[src/core/pwr_seq_pkg.sv]
package pwr_seq_pkg;

    // ----------------------------------------
    // Clock and time base
    // ----------------------------------------
    localparam int unsigned CLK_HZ = 10000000;
    // Half-millisecond tick so 1.5 ms and 12.5 ms are whole ticks
    localparam int unsigned TICK_US = 500;
    localparam int unsigned TICK_CYC = (CLK_HZ / 1000000) * TICK_US;
    localparam logic [12:0] TICK_LAST = 13'(TICK_CYC - 1);

    // ----------------------------------------
    // Times in microseconds as printed (glitch time in nanoseconds), then in ticks (glitch time in cycles)
    // ----------------------------------------
    localparam int unsigned STEP_1P5_US = 1500;
    localparam int unsigned STEP_12P5_US = 12500;
    localparam int unsigned STEP_25_US = 25000;
    localparam int unsigned STEP_50_US = 50000;
    localparam int unsigned RST_25_US = 25000;
    localparam int unsigned RST_50_US = 50000;
    localparam int unsigned RST_100_US = 100000;
    localparam int unsigned RST_200_US = 200000;
    localparam int unsigned WIN_50_US = 50000;
    localparam int unsigned WIN_100_US = 100000;
    localparam int unsigned WIN_200_US = 200000;
    localparam int unsigned DB_25_US = 25000;
    localparam int unsigned DB_100_US = 100000;
    localparam int unsigned DB_400_US = 400000;
    localparam int unsigned HOLDOFF_US = 3000;
    localparam int unsigned GLITCH_NS = 3000;

    localparam logic [10:0] STEP_1P5_T = 11'(STEP_1P5_US / TICK_US);
    localparam logic [10:0] STEP_12P5_T = 11'(STEP_12P5_US / TICK_US);
    localparam logic [10:0] STEP_25_T = 11'(STEP_25_US / TICK_US);
    localparam logic [10:0] STEP_50_T = 11'(STEP_50_US / TICK_US);
    localparam logic [10:0] RST_25_T = 11'(RST_25_US / TICK_US);
    localparam logic [10:0] RST_50_T = 11'(RST_50_US / TICK_US);
    localparam logic [10:0] RST_100_T = 11'(RST_100_US / TICK_US);
    localparam logic [10:0] RST_200_T = 11'(RST_200_US / TICK_US);
    localparam logic [10:0] WIN_50_T = 11'(WIN_50_US / TICK_US);
    localparam logic [10:0] WIN_100_T = 11'(WIN_100_US / TICK_US);
    localparam logic [10:0] WIN_200_T = 11'(WIN_200_US / TICK_US);
    localparam logic [10:0] DB_25_T = 11'(DB_25_US / TICK_US);
    localparam logic [10:0] DB_100_T = 11'(DB_100_US / TICK_US);
    localparam logic [10:0] DB_400_T = 11'(DB_400_US / TICK_US);
    localparam logic [10:0] HOLDOFF_T = 11'(HOLDOFF_US / TICK_US);
    // Least time, rounded up to whole cycles
    localparam logic [5:0] GLITCH_CYC = 6'((GLITCH_NS * (CLK_HZ / 1000000) + 999) / 1000);

    // ----------------------------------------
    // Sequencer
    // ----------------------------------------
    localparam int unsigned NCH = 6;
    localparam int unsigned NPOS = 8;
    localparam logic [2:0] POS_LAST = 3'(NPOS - 1);
    localparam logic [2:0] POS_FIRST = 3'h0;
    localparam logic [10:0] CNT_ZERO = 11'h000;

    typedef enum logic [2:0] {
        SEQ_OFF = 3'b000,
        SEQ_UP = 3'b001,
        SEQ_RST_HOLD = 3'b010,
        SEQ_ON = 3'b011,
        SEQ_DOWN = 3'b100
    } seq_state_t;

    // Configuration carried as one bundle
    typedef struct packed {
        logic [1:0] up_delay_sel;
        logic [1:0] down_delay_sel;
        logic [1:0] reset_hold_sel;
        logic [1:0] abort_window_sel;
        logic [1:0] debounce_sel;
        logic request_pin_en;
        logic request_edge_mode;
    } seq_cfg_t;

endpackage : pwr_seq_pkg

[src/core/power_sequence_timing_supervisor.sv]
`timescale 1ns/1ps
// What this block does
// - Separate selectable up and down step delays
// - Hold reset output low after last supply
// - Undervoltage window expiry forces shutdown; off allowed
// - Debounce request pin with selectable period
// - Supply-fail output holds 3 ms after clear
// - Battery-fault output holds 3 ms after clear
// - Converter fault must persist 3 us
// - Request pin level or edge triggered
module power_sequence_timing_supervisor
    import pwr_seq_pkg::*;
(
    // Clock and reset
    input wire logic sys_clk,
    input wire logic rst_n,
    // Configuration and software control
    input wire seq_cfg_t cfg,
    input wire logic [2:0] channel_position [NCH],
    input wire logic sw_power_on,
    input wire logic sw_power_off,
    // Pins and comparators (asynchronous)
    input wire logic power_request_pin,
    input wire logic [NCH-1:0] channel_above_uv,
    input wire logic [NCH-1:0] converter_fault,
    input wire logic supply_fail_latched,
    input wire logic battery_fault_raw,
    // Outputs
    output logic [NCH-1:0] channel_enable,
    output logic system_reset_release_out,
    output logic forced_shutdown,
    output logic supply_fail_out,
    output logic battery_fault_out,
    output logic fault_shutdown,
    output logic power_request_input
);

    // ----------------------------------------
    // Helpers
    // ----------------------------------------
    function automatic logic [10:0] step_ticks(input logic [1:0] sel);
        case (sel)
            2'h0: step_ticks = STEP_1P5_T;
            2'h1: step_ticks = STEP_12P5_T;
            2'h2: step_ticks = STEP_25_T;
            default: step_ticks = STEP_50_T;
        endcase
    endfunction : step_ticks

    // ----------------------------------------
    // Input synchronisers
    // ----------------------------------------
    logic [NCH+3:0] sync1_r, sync2_r;
    always_ff @(posedge sys_clk)
    begin
        sync1_r <= {power_request_pin, supply_fail_latched, battery_fault_raw, channel_above_uv, 1'b0};
        sync2_r <= sync1_r;
    end
    wire req_s = sync2_r[NCH+3];
    wire pf_s = sync2_r[NCH+2];
    wire bf_s = sync2_r[NCH+1];
    wire [NCH-1:0] uv_ok_s = sync2_r[NCH:1];

    // ----------------------------------------
    // Time base
    // ----------------------------------------
    logic [12:0] tick_cnt_r;
    wire tick = (tick_cnt_r == TICK_LAST);
    always_ff @(posedge sys_clk)
    begin
        if (!rst_n) tick_cnt_r <= 13'h0000;
        else tick_cnt_r <= tick ? 13'h0000 : tick_cnt_r + 13'h0001;
    end

    // ----------------------------------------
    // Request pin debounce and trigger
    // ----------------------------------------
    logic req_deb_r, req_deb_d_r;
    logic [10:0] db_cnt_r;
    wire [10:0] db_len = (cfg.debounce_sel == 2'h1) ? DB_25_T :
                         (cfg.debounce_sel == 2'h2) ? DB_100_T : DB_400_T;
    wire db_bypass = (cfg.debounce_sel == 2'h0);
    // debounce, 0 setting bypasses; restarts on each change
    always_ff @(posedge sys_clk)
    begin
        if (!rst_n)
        begin
            req_deb_r <= 1'b1;
            db_cnt_r <= CNT_ZERO;
        end
        else if (req_s == req_deb_r) db_cnt_r <= CNT_ZERO;
        else if (db_bypass || (tick && db_cnt_r + 11'h001 >= db_len))
        begin
            req_deb_r <= req_s;
            db_cnt_r <= CNT_ZERO;
        end
        else if (tick) db_cnt_r <= db_cnt_r + 11'h001;
    end
    always_ff @(posedge sys_clk)
    begin
        if (!rst_n) req_deb_d_r <= 1'b1;
        else req_deb_d_r <= req_deb_r;
    end
    // Active-low push-button press: falling edge of debounced level
    wire press = req_deb_d_r && !req_deb_r;
    // level mode follows low level, edge mode toggles on press
    // a press only counts once held past the debounce time
    wire level_on = cfg.request_pin_en && !cfg.request_edge_mode && !req_deb_r;
    wire level_off = cfg.request_pin_en && !cfg.request_edge_mode && req_deb_r;
    wire edge_hit = cfg.request_pin_en && cfg.request_edge_mode && press;

    // ----------------------------------------
    // Converter fault glitch filter
    // ----------------------------------------
    logic [5:0] gf_cnt_r;
    logic fault_r;
    // fault must persist before action; short pulses reset count
    always_ff @(posedge sys_clk)
    begin
        if (!rst_n || !(|converter_fault)) gf_cnt_r <= 6'h00;
        else if (gf_cnt_r != GLITCH_CYC) gf_cnt_r <= gf_cnt_r + 6'h01;
    end
    always_ff @(posedge sys_clk)
    begin
        if (!rst_n) fault_r <= 1'b0;
        else fault_r <= (gf_cnt_r == GLITCH_CYC);
    end

    // ----------------------------------------
    // Sequencer
    // ----------------------------------------
    seq_state_t state_r, state_nxt;
    logic [2:0] pos_r;
    logic [10:0] seq_cnt_r, win_cnt_r;
    logic abort_r;
    logic [NCH-1:0] en_r;

    wire want_on = sw_power_on || level_on || (edge_hit && state_r == SEQ_OFF);
    wire want_off = sw_power_off || level_off || abort_r || fault_r
                    || (edge_hit && state_r == SEQ_ON);
    wire [10:0] up_len = step_ticks(cfg.up_delay_sel);
    wire [10:0] dn_len = step_ticks(cfg.down_delay_sel);
    wire [10:0] rst_len = (cfg.reset_hold_sel == 2'h0) ? RST_25_T :
                          (cfg.reset_hold_sel == 2'h1) ? RST_50_T :
                          (cfg.reset_hold_sel == 2'h2) ? RST_100_T : RST_200_T;
    wire cnt_done_up = tick && (seq_cnt_r + 11'h001 >= up_len);
    wire cnt_done_dn = tick && (seq_cnt_r + 11'h001 >= dn_len);
    wire cnt_done_rst = tick && (seq_cnt_r + 11'h001 >= rst_len);

    // Next state
    always_comb
    begin
        state_nxt = state_r;
        case (state_r)
            SEQ_OFF: if (want_on && !want_off) state_nxt = SEQ_UP;
            SEQ_UP: if (want_off) state_nxt = SEQ_DOWN;
                    else if (cnt_done_up && pos_r == POS_LAST) state_nxt = SEQ_RST_HOLD;
            SEQ_RST_HOLD: if (want_off) state_nxt = SEQ_DOWN;
                          else if (cnt_done_rst) state_nxt = SEQ_ON;
            SEQ_ON: if (want_off) state_nxt = SEQ_DOWN;
            SEQ_DOWN: if (cnt_done_dn && pos_r == POS_FIRST) state_nxt = SEQ_OFF;
            default: state_nxt = SEQ_OFF;
        endcase
    end

    // step positions with up/down delays; reset hold count
    always_ff @(posedge sys_clk)
    begin
        if (!rst_n)
        begin
            state_r <= SEQ_OFF;
            pos_r <= POS_FIRST;
            seq_cnt_r <= CNT_ZERO;
        end
        else
        begin
            state_r <= state_nxt;
            if (state_nxt != state_r)
            begin
                seq_cnt_r <= CNT_ZERO;
                pos_r <= (state_nxt == SEQ_DOWN) ? POS_LAST : POS_FIRST;
            end
            else if ((state_r == SEQ_UP && cnt_done_up) || (state_r == SEQ_DOWN && cnt_done_dn))
            begin
                seq_cnt_r <= CNT_ZERO;
                pos_r <= (state_r == SEQ_UP) ? pos_r + 3'h1 : pos_r - 3'h1;
            end
            else if (tick) seq_cnt_r <= seq_cnt_r + 11'h001;
        end
    end

    // Enables: up turns on positions reached, down drops positions reached
    always_ff @(posedge sys_clk)
    begin
        if (!rst_n) en_r <= '0;
        else
            for (int i = 0; i < NCH; i++)
            begin
                if (state_r == SEQ_UP && channel_position[i] == pos_r) en_r[i] <= 1'b1;
                else if (state_r == SEQ_DOWN && channel_position[i] == pos_r) en_r[i] <= 1'b0;
                else if (state_r == SEQ_OFF) en_r[i] <= 1'b0;
            end
    end

    // ----------------------------------------
    // Undervoltage window
    // ----------------------------------------
    wire [10:0] win_len = (cfg.abort_window_sel == 2'h1) ? WIN_50_T :
                          (cfg.abort_window_sel == 2'h2) ? WIN_100_T : WIN_200_T;
    wire win_off = (cfg.abort_window_sel == 2'h0);
    wire [NCH-1:0] late = en_r & ~uv_ok_s;
    // window restarts on each new enable; expiry aborts
    always_ff @(posedge sys_clk)
    begin
        if (!rst_n || win_off || state_r == SEQ_DOWN || state_r == SEQ_OFF)
        begin
            win_cnt_r <= CNT_ZERO;
            abort_r <= 1'b0;
        end
        else if (!(|late) || (en_r != channel_enable)) win_cnt_r <= CNT_ZERO;
        else if (tick)
        begin
            win_cnt_r <= win_cnt_r + 11'h001;
            if (win_cnt_r + 11'h001 >= win_len) abort_r <= 1'b1;
        end
    end

    // ----------------------------------------
    // Supply-fail and battery-fault holdoffs
    // ----------------------------------------
    logic [10:0] pf_cnt_r, bf_cnt_r;
    logic pf_out_r, bf_out_r;
    // supply-fail stays asserted 3 ms after latch clears
    // A fresh latch wins over the count and restarts it
    always_ff @(posedge sys_clk)
    begin
        if (!rst_n || pf_s) pf_cnt_r <= CNT_ZERO;
        else if (pf_out_r && tick) pf_cnt_r <= pf_cnt_r + 11'h001;
        if (!rst_n) pf_out_r <= 1'b0;
        else if (pf_s) pf_out_r <= 1'b1;
        else if (pf_out_r && tick && pf_cnt_r + 11'h001 >= HOLDOFF_T) pf_out_r <= 1'b0;
    end
    // battery-fault (active low) released 3 ms after clear
    always_ff @(posedge sys_clk)
    begin
        if (!rst_n || bf_s) bf_cnt_r <= CNT_ZERO;
        else if (bf_out_r && tick) bf_cnt_r <= bf_cnt_r + 11'h001;
        if (!rst_n) bf_out_r <= 1'b0;
        else if (bf_s) bf_out_r <= 1'b1;
        else if (bf_out_r && tick && bf_cnt_r + 11'h001 >= HOLDOFF_T) bf_out_r <= 1'b0;
    end

    // ----------------------------------------
    // Registered outputs
    // ----------------------------------------
    always_ff @(posedge sys_clk)
    begin
        if (!rst_n)
        begin
            channel_enable <= '0;
            system_reset_release_out <= 1'b0;
            forced_shutdown <= 1'b0;
            supply_fail_out <= 1'b0;
            battery_fault_out <= 1'b1;
            fault_shutdown <= 1'b0;
            power_request_input <= 1'b1;
        end
        else
        begin
            channel_enable <= en_r;
            system_reset_release_out <= (state_r == SEQ_ON);
            forced_shutdown <= abort_r;
            supply_fail_out <= pf_out_r;
            battery_fault_out <= !bf_out_r;
            fault_shutdown <= fault_r;
            power_request_input <= req_deb_r;
        end
    end

    // ----------------------------------------
    // Checks
    // ----------------------------------------
    property p_glitch;
        @(posedge sys_clk) disable iff (!rst_n) $rose(fault_r) |-> $past(|converter_fault, 2);
    endproperty
    a_glitch: assert property (p_glitch) else $error("fault accepted too early");
    property p_reset_hold;
        @(posedge sys_clk) disable iff (!rst_n) $rose(state_r == SEQ_ON) |-> $past(state_r) == SEQ_RST_HOLD;
    endproperty
    a_reset_hold: assert property (p_reset_hold) else $error("reset released without hold");
    property p_rst_out;
        @(posedge sys_clk) disable iff (!rst_n) system_reset_release_out |-> $past(state_r) == SEQ_ON;
    endproperty
    a_rst_out: assert property (p_rst_out) else $error("reset output high outside on");
    property p_abort;
        @(posedge sys_clk) disable iff (!rst_n) abort_r && state_r != SEQ_OFF |=> state_r == SEQ_DOWN;
    endproperty
    a_abort: assert property (p_abort) else $error("window expiry did not shut down");
    property p_win_off;
        @(posedge sys_clk) disable iff (!rst_n) win_off |=> !abort_r;
    endproperty
    a_win_off: assert property (p_win_off) else $error("abort with window off");
    property p_pf;
        @(posedge sys_clk) disable iff (!rst_n) pf_s |=> pf_out_r [*8];
    endproperty
    a_pf: assert property (p_pf) else $error("supply fail dropped early");
    property p_bf;
        @(posedge sys_clk) disable iff (!rst_n) bf_s |=> ##1 !battery_fault_out [*3];
    endproperty
    a_bf: assert property (p_bf) else $error("battery fault released early");
    property p_step;
        @(posedge sys_clk) disable iff (!rst_n)
            state_r == SEQ_UP && $changed(pos_r) |-> $past(seq_cnt_r) + 11'h001 >= $past(up_len);
    endproperty
    a_step: assert property (p_step) else $error("step before delay");
    property p_deb;
        @(posedge sys_clk) disable iff (!rst_n) $changed(req_deb_r) |-> db_bypass || $past(tick);
    endproperty
    a_deb: assert property (p_deb) else $error("debounce bypassed");

endmodule : power_sequence_timing_supervisor

[config.mk]
export PLATFORM = sky130hd
export DESIGN_NAME = power_sequence_timing_supervisor
export DESIGN_NICKNAME = d
export VERILOG_FILES = /design/src/core/pwr_seq_pkg.sv /design/src/core/power_sequence_timing_supervisor.sv
export SDC_FILE = /design/constraint.sdc
export NUM_CORES = 1
export LEC_CHECK = 0
export BUFFER_PORTS_ARGS = -buffer_cell sky130_fd_sc_hd__clkbuf_2
export CAP_MARGIN = 0
export CORE_MARGIN = 5
export CORE_UTILIZATION = 33
export DETAILED_ROUTE_END_ITERATION = 10
export HOLD_SLACK_MARGIN = 0.08
export PLACE_DENSITY = 0.53
export SLEW_MARGIN = 20
export SYNTH_ARGS = -nofsm -noshare
export SYNTH_HDL_FRONTEND = slang
export SYNTH_SLANG_ARGS = --single-unit
[constraint.sdc]
create_clock -name sys_clk -period 4.6 [get_ports sys_clk]
set_clock_uncertainty 0.2 [all_clocks]
set_input_delay 0.23 -clock sys_clk [delete_from_list [all_inputs] [get_ports sys_clk]]
set_output_delay 0.23 -clock sys_clk [all_outputs]
set_load 0.005 [all_outputs]
# Yosys cells after proc, flatten, opt, wreduce, memory -nomap -nowiden
# Index checks and enable logic that the tools add are counted.
[classes] n_bitwise=5 eq_ne=28 n_addsub=9 mux=38 order_cmp=7 reduce_logical=79
[op_table] operator="$add A11 B1 Y11 const B" n=5
[op_table] operator="$mux W9" n=5
[op_table] operator="$pmux W7 S3" n=2
[op_table] operator="$logic_and A1 B1 Y1" n=33
[op_table] operator="$mux W3" n=11
[op_table] operator="$ge A11 B11 Y1" n=2
[op_table] operator="$ge A11 B3 Y1 const B" n=2
[op_table] operator="$ge A11 B9 Y1" n=2
[op_table] operator="$mux W10" n=2
[op_table] operator="$eq A3 B3 Y1" n=6
[op_table] operator="$reduce_bool A3 Y1" n=6
[op_table] operator="$mux W1" n=17
[op_table] operator="$logic_or A1 B1 Y1" n=15
[op_table] operator="$pmux W3 S5" n=1
[op_table] operator="$add A13 B1 Y13 const B" n=1
[op_table] operator="$eq A13 B13 Y1 const B" n=1
[op_table] operator="$reduce_or A6 Y1" n=2
[op_table] operator="$ge A11 B10 Y1" n=1
[op_table] operator="$eq A2 B1 Y1 const B" n=5
[op_table] operator="$eq A2 B2 Y1 const B" n=5
[op_table] operator="$logic_not A2 Y1" n=5
[op_table] operator="$eq A3 B3 Y1 const B" n=3
[op_table] operator="$logic_not A1 Y1" n=7
[op_table] operator="$add A6 B1 Y6 const B" n=1
[op_table] operator="other kinds (18)" n=26
[word_totals] input_bits=49 regBits=121

# Depth between registers and ports, before layout
[depth] ltp_word=14 ltp_mapped=14 depth_no_buf=13

# Worst setup path after synthesis
# OpenSTA, ideal clock, no wires.
[synth_path] path_kind="flip-flop to flip-flop" startpoint="register seq_cnt_r[0]" endpoint="register pos_r[0]" stages_incl_launch_ff=13 t_arrival_ns=2.928 setup_ns=0.119 period_less_slack_ns=3.246 setup_slack_ns=1.354 cell_sequence="dfxtp_1 -> ha_1 -> and4_1 -> nand4_1 -> xnor2_1 -> ha_1 -> nand4_1 -> nor4_1 -> mux2_4 -> o31a_1 -> a221oi_4 -> o21ai_1 -> o221a_1"
[synth_via] elab_chain_len=10
[synth_rtl] item="from (decl)" line_no="power_sequence_timing_supervisor.sv:134" rtl="logic [10:0] seq_cnt_r, win_cnt_r;"
[synth_rtl] item="from (signal assigned)" line_no="power_sequence_timing_supervisor.sv:188" rtl="else if (tick) seq_cnt_r <= seq_cnt_r + 11'h001;"
[synth_rtl] item="$add A11 B1 Y11 *" line_no="power_sequence_timing_supervisor.sv:146, power_sequence_timing_supervisor.sv:147, power_sequence_timing_supervisor.sv:148"
[synth_rtl] item="$ge A11 B11 Y1" line_no="power_sequence_timing_supervisor.sv:146" rtl="wire cnt_done_up = tick && (seq_cnt_r + 11'h001 >= up_len);"
[synth_rtl] item="$logic_and A1 B1 Y1" line_no="power_sequence_timing_supervisor.sv:146"
[synth_rtl] item="$logic_and A1 B1 Y1" line_no="power_sequence_timing_supervisor.sv:157" rtl="else if (cnt_done_up && pos_r == POS_LAST) state_nxt = SEQ_RST_HOLD;"
[synth_rtl] item="$mux W3" line_no="power_sequence_timing_supervisor.sv:157"
[synth_rtl] item="$mux W3" line_no="power_sequence_timing_supervisor.sv:156" rtl="SEQ_UP: if (want_off) state_nxt = SEQ_DOWN;"
[synth_rtl] item="$pmux W3 S5" line_no="power_sequence_timing_supervisor.sv:154" rtl="case (state_r)"
[synth_rtl] item="$eq A3 B3 Y1" line_no="power_sequence_timing_supervisor.sv:181" rtl="pos_r <= (state_nxt == SEQ_DOWN) ? POS_LAST : POS_FIRST;"
[synth_rtl] item="$mux W3" line_no="power_sequence_timing_supervisor.sv:181"
[synth_rtl] item="$mux W3" line_no="power_sequence_timing_supervisor.sv:178" rtl="if (state_nxt != state_r)"
[synth_rtl] item="to (signal assigned)" line_no="power_sequence_timing_supervisor.sv:181"
[synth_rtl] item="to (signal assigned)" line_no="power_sequence_timing_supervisor.sv:186" rtl="pos_r <= (state_r == SEQ_UP) ? pos_r + 3'h1 : pos_r - 3'h1;"
[synth_rtl] item="to (decl)" line_no="power_sequence_timing_supervisor.sv:133" rtl="logic [2:0] pos_r;"
# Mark *: on every way between the ends. The rest lies on a longest branch, timed or not.
# A chain may end at the register's enable or synchronous reset.

# Worst setup path in the final report
[layout_path] startpoint="register seq_cnt_r[0]" endpoint="register seq_cnt_r[1]"
[layout_via] elab_chain_len=9
[layout_rtl] item="$add A11 B1 Y11 *"
[layout_rtl] item="$ge A11 B11 Y1" line_no="power_sequence_timing_supervisor.sv:146"
[layout_rtl] item="$logic_and A1 B1 Y1" line_no="power_sequence_timing_supervisor.sv:146"
[layout_rtl] item="$logic_and A1 B1 Y1" line_no="power_sequence_timing_supervisor.sv:157"
[layout_rtl] item="$mux W3" line_no="power_sequence_timing_supervisor.sv:157"
[layout_rtl] item="$mux W3" line_no="power_sequence_timing_supervisor.sv:156"
[layout_rtl] item="$pmux W3 S5" line_no="power_sequence_timing_supervisor.sv:154"
[layout_rtl] item="$ne A3 B3 Y1" line_no="power_sequence_timing_supervisor.sv:178"
[layout_rtl] item="$reduce_or A3 Y1 (no line)"
# Marked as above.

==> flow_results.org <==
** Run status
- The flow ran to the end, and the final reports show no timing, DRC or antenna violations.

** Layout
- Number of inserted diodes :: 0
- Final cell area excluding filler cells :: 8270 um2
- Layout area overhead :: 17.7%
- At the end of the flow the core is filled with cells to 39.3%.
- Of the cells placed in the final design, the portion with a size suffix greater than 1 is 13.5%.
- For this run, the number of standard cells in the final layout without fillers is 1173.
- Fin nets :: 997

** Timing
- Final Hold Slack :: 0.122 ns
- Part of the cycle the worst path needs :: 81.1%
- Headroom to the max-slew limit came out at 51.4%.
- Actual transition at the worst max-transition pin :: 0.727 ns
- Based on the critical path, the design can be clocked at up to 268 MHz.
- The final max-slew violation count is 0.
- After routing, the total negative slack on setup checks comes to 0 ns.
- The worst path needs 3.73 ns of the cycle, external delays included.
- Final setup violation count :: 0
- The hold violation count in the final report is 0.
- Setup repair after global routing left no endpoint under its margin.

** Global route
- The number of antenna violations at the first check in global routing is 0.
- The number of global-route vias before repair was 5247.
- The first global-routing pass estimated 24700 um of wire.
- Global routing finished with a remaining overflow of 0.
- Entering global routing, the biggest net connects 21 pins.
- GRT Resource Usage Total :: 12.4%

** Detailed routing
- In the routed design, unresolved DRC markers number 0.
- The detailed router finished its first iteration with 201 violations.
- Via density :: 4.75
- After detailed routing, the average wire length per cell comes to 12.6 um.
- Routed Wire Length :: 14700 um
- Post-detailed-route count of antenna-violating nets :: 0
- Drt pass-1 iters :: 4
- Number of vias in the routed layout :: 5569

** Worst setup path
- The critical path contains buffers and inverters numbering 0 combined.
- Critical path type :: register to register
- For this run, the slowest stage of the critical path takes 0.48 ns.
- The largest individual stage delay along the critical path comes from the cell dfxtp_1.
- Data arrival, critical path :: 3.86 ns
- STA puts the critical path data required time at 4.73 ns.
- Endpoint type of the worst setup path :: register
- Family with the most delay on the worst path :: compound AO/OA/AOI/OAI gates
- Highest fanout seen on the critical path :: 11
- STA classifies the critical path startpoint as a register.
- Series of cell instances along the critical path :: ha_1 -> and4_1 -> nand4_1 -> xnor2_1 -> ha_1 -> nand4_1 -> nor4_1 -> mux2_4 -> o31a_1 -> a221oi_4 -> o211ai_2 -> a21oi_1

** Yosys
- Number of enable flip-flop cells after synthesis :: 0
- The average instance in the mapped netlist occupies 8.50 um2.
- After synthesis, the netlist uses 70 different library cells.
- Leading cell types by total area after synthesis :: dfxtp_1 (34%), ha_1 (11%), xnor2_1 (8.4%)
- Summed over its instances, the top area cell type makes up 34.5% of the synthesized netlist area.
- Counting flops with an async set or reset pin after synthesis yields a share of 0%.
- During synthesis, Yosys emitted a total of 0 warnings.
- Seq/Total Area, Yosys :: 34.5%
- Prevailing post-synth register cell :: dfxtp_1
- Synthesis handed over a netlist of 826 instances.
- In this run, synthesis produced a sequential element count of 121.
- Syn_nets :: 938
- Summed over all instances, the cell type with the most area after synthesis is dfxtp_1.
- Summing every instance area after synthesis gives 7020 um2.

** Power and ir drop
- Total power density per cell area :: 316 nW/um2
- Leakage :: 0.00331 uW
- The internal power of the cells totals 2020 uW.
- Per report_power, the sequential group accounts for 41.8% of the total.
- Clock share of power :: 51.1%
- Sw power :: 596 uW
- Switching Fraction :: 22.8%
- Logic pwr share :: 7.1%
- Max VDD drop :: 0.238 mV

** Floorplan
- Die footprint :: 24300 um2
- The core region is 21000 um2.
- The die is 156 um tall.
- The initial utilization of the core area, before any placement, comes to 33.4%.
- Floorplan die width :: 156 um
- Total I/O pin count :: 61
- In this run the core area contains 53 standard-cell rows.

** Clock tree
- TritonCTS built the clock tree.
- The root buffer cell chosen for the clock tree is clkbuf_16.
- Number of levels the H-tree was split into :: 4
- Number of buffers added by the clock tree synthesis step :: 17
- In this run the deepest clock path goes through 2 buffers.
- Post-CTS Hold Fix Bufs :: 13
- The clock net in this run drives a total of 121 sinks.
- Insertion delay to the later sink of the worst-skew pair :: 0.41 ns
- After clock tree synthesis, the setup repair step added 0 buffers.
- Post-CTS repair changed the size of 0 cells.
- Clock Pin Slew Worst Setup and Hold Paths :: 0.06 ns

** Hold path
- The worst hold path belongs to the class input pin to register.

** Place
- Detailed-placement wirelength estimate :: 10900 um
- Total instance count after detailed placement :: 1128
- Buffers placed on the I/O ports in this run total 60.
- Cell area reported after detailed placement :: 7540 um2
- Gpl congestion :: 0.761

** Flow run
- Max-cap violation count :: 0
==> synthesized netlist by cell type (all sizes together), types with 5 or more instances <==
cell and count:
xnor2 67, ha 62, nand2 59, xor2 60
a21oi 31, o21ai 31, nand2b 7, buf 11
nand4 19, nand3 44, nor4 8, nor3 15
or3 5, dfxtp 121, o21a 6, clkbuf 24
nor2 115, inv 47, a31oi 17, and3 12
and4 5
==> cells in the final DEF, fill, tap and decap left out, types with 4 or more instances in the layout <==
master         synthesis  routed
or3_1                  5       5
and2_1                 4       4
o21ai_0               29      29
nand4_1               19      19
nand2_1               58      58
clkbuf_2               0      60
clkbuf_16              0      17
nor2_2                10      10
dlygate4sd3_1          0      13
nor3_1                15      15
nor2_1               105     105
o22ai_1                4       4
and3_1                11      11
nand3_1               44      44
nor4_1                 8       8
xnor2_1               67      67
ha_1                  62      62
o21a_1                 6       6
a21oi_1               31      31
xor2_1                59      59
inv_1                 47      47
clkinv_2               0       6
a31oi_1               17      17
dfxtp_1              121     121
and4_1                 4       4
nand2b_1               7       7
==> routing by layer <==
metal / vias to the layer above / global-route usage (%) / wire length [um]
li1: 2933 / - / -
met1: 2552 / 16.3 / 7180
met2: 65 / 19.4 / 6820
met3: 19 / 3.72 / 561
met4: 0 / 3.79 / 187
met5: - / 0 / 0
==> logic make-up after synthesis <==
kind of cell | count (synthesis) | share of synthesized area, %
AOI/OAI and AO/OA | 120 | 11.3
DFF | 121 | 34.5
muxes | 2 | 0.356
buffers and inverters | 82 | 4.63
adders and majority gates | 66 | 11.8
and+or+nand+nor | 307 | 21.2
xor gates and xnor gates | 128 | 16.3
==> state kept, by name (all words and copies together) (netlist names), 6 cells and up <==
| signal | cells |
|---|---|
| sync1_r | 9 |
| pf_cnt_r | 11 |
| win_cnt_r | 11 |
| db_cnt_r | 11 |
| en_r | 6 |
| sync2_r | 9 |
| tick_cnt_r | 13 |
| gf_cnt_r | 6 |
| channel_enable | 6 |
| bf_cnt_r | 11 |
| seq_cnt_r | 11 |
==> area by class of cell <==
| cell class | count | area [um2] |
|---|---|---|
| clock buffer | 19 | 443 |
| clock inverter | 13 | 151 |
| fill | 2135 | 12800 |
| inverter | 47 | 176 |
| multi-input combinational | 623 | 4280 |
| sequential | 121 | 2420 |
| tap | 275 | 344 |
| timing repair buffer | 75 | 445 |
==> path summary, 6_finish.rpt <==
path,start,slack [ns],cells after the start,end
max,seq_cnt_r[0]$_SDFFE_PP0P_,0.87,12,seq_cnt_r[1]$_SDFFE_PP0P_
max reg2reg,seq_cnt_r[0]$_SDFFE_PP0P_,0.87,12,seq_cnt_r[1]$_SDFFE_PP0P_
min,converter_fault[2],0.12,4,gf_cnt_r[1]$_SDFFE_PP0N_
min reg2reg,sync1_r[6]$_DFF_P_,0.12,0,sync2_r[6]$_DFF_P_
==> stage by stage <==
stage                     total power [uW]  setup slack, ns
final                                 2610            0.868
after global routing                  2720            0.553
after CTS                             2660            0.826
after detailed placement              1290            0.858
after global placement                1290            0.956
after floorplan                       1240             1.35
==> tightest hold or removal path, delay by kind of cell <==
kind | cells | cell delay, ns
buf+inv | 1 | 0.07
simple gates | 1 | 0.09
compound gates | 2 | 0.29
==> power groups by stage <==
stage	Clock, uW	Sequential (uW)	Combinational [uW]
floorplan	0	1100	136
global placement	0	1110	179
detailed placement	0	1110	180
CTS	1380	1090	190
global route	1420	1090	212
finish	1340	1090	186
Note: power is estimated with default switching activity, not from simulation.
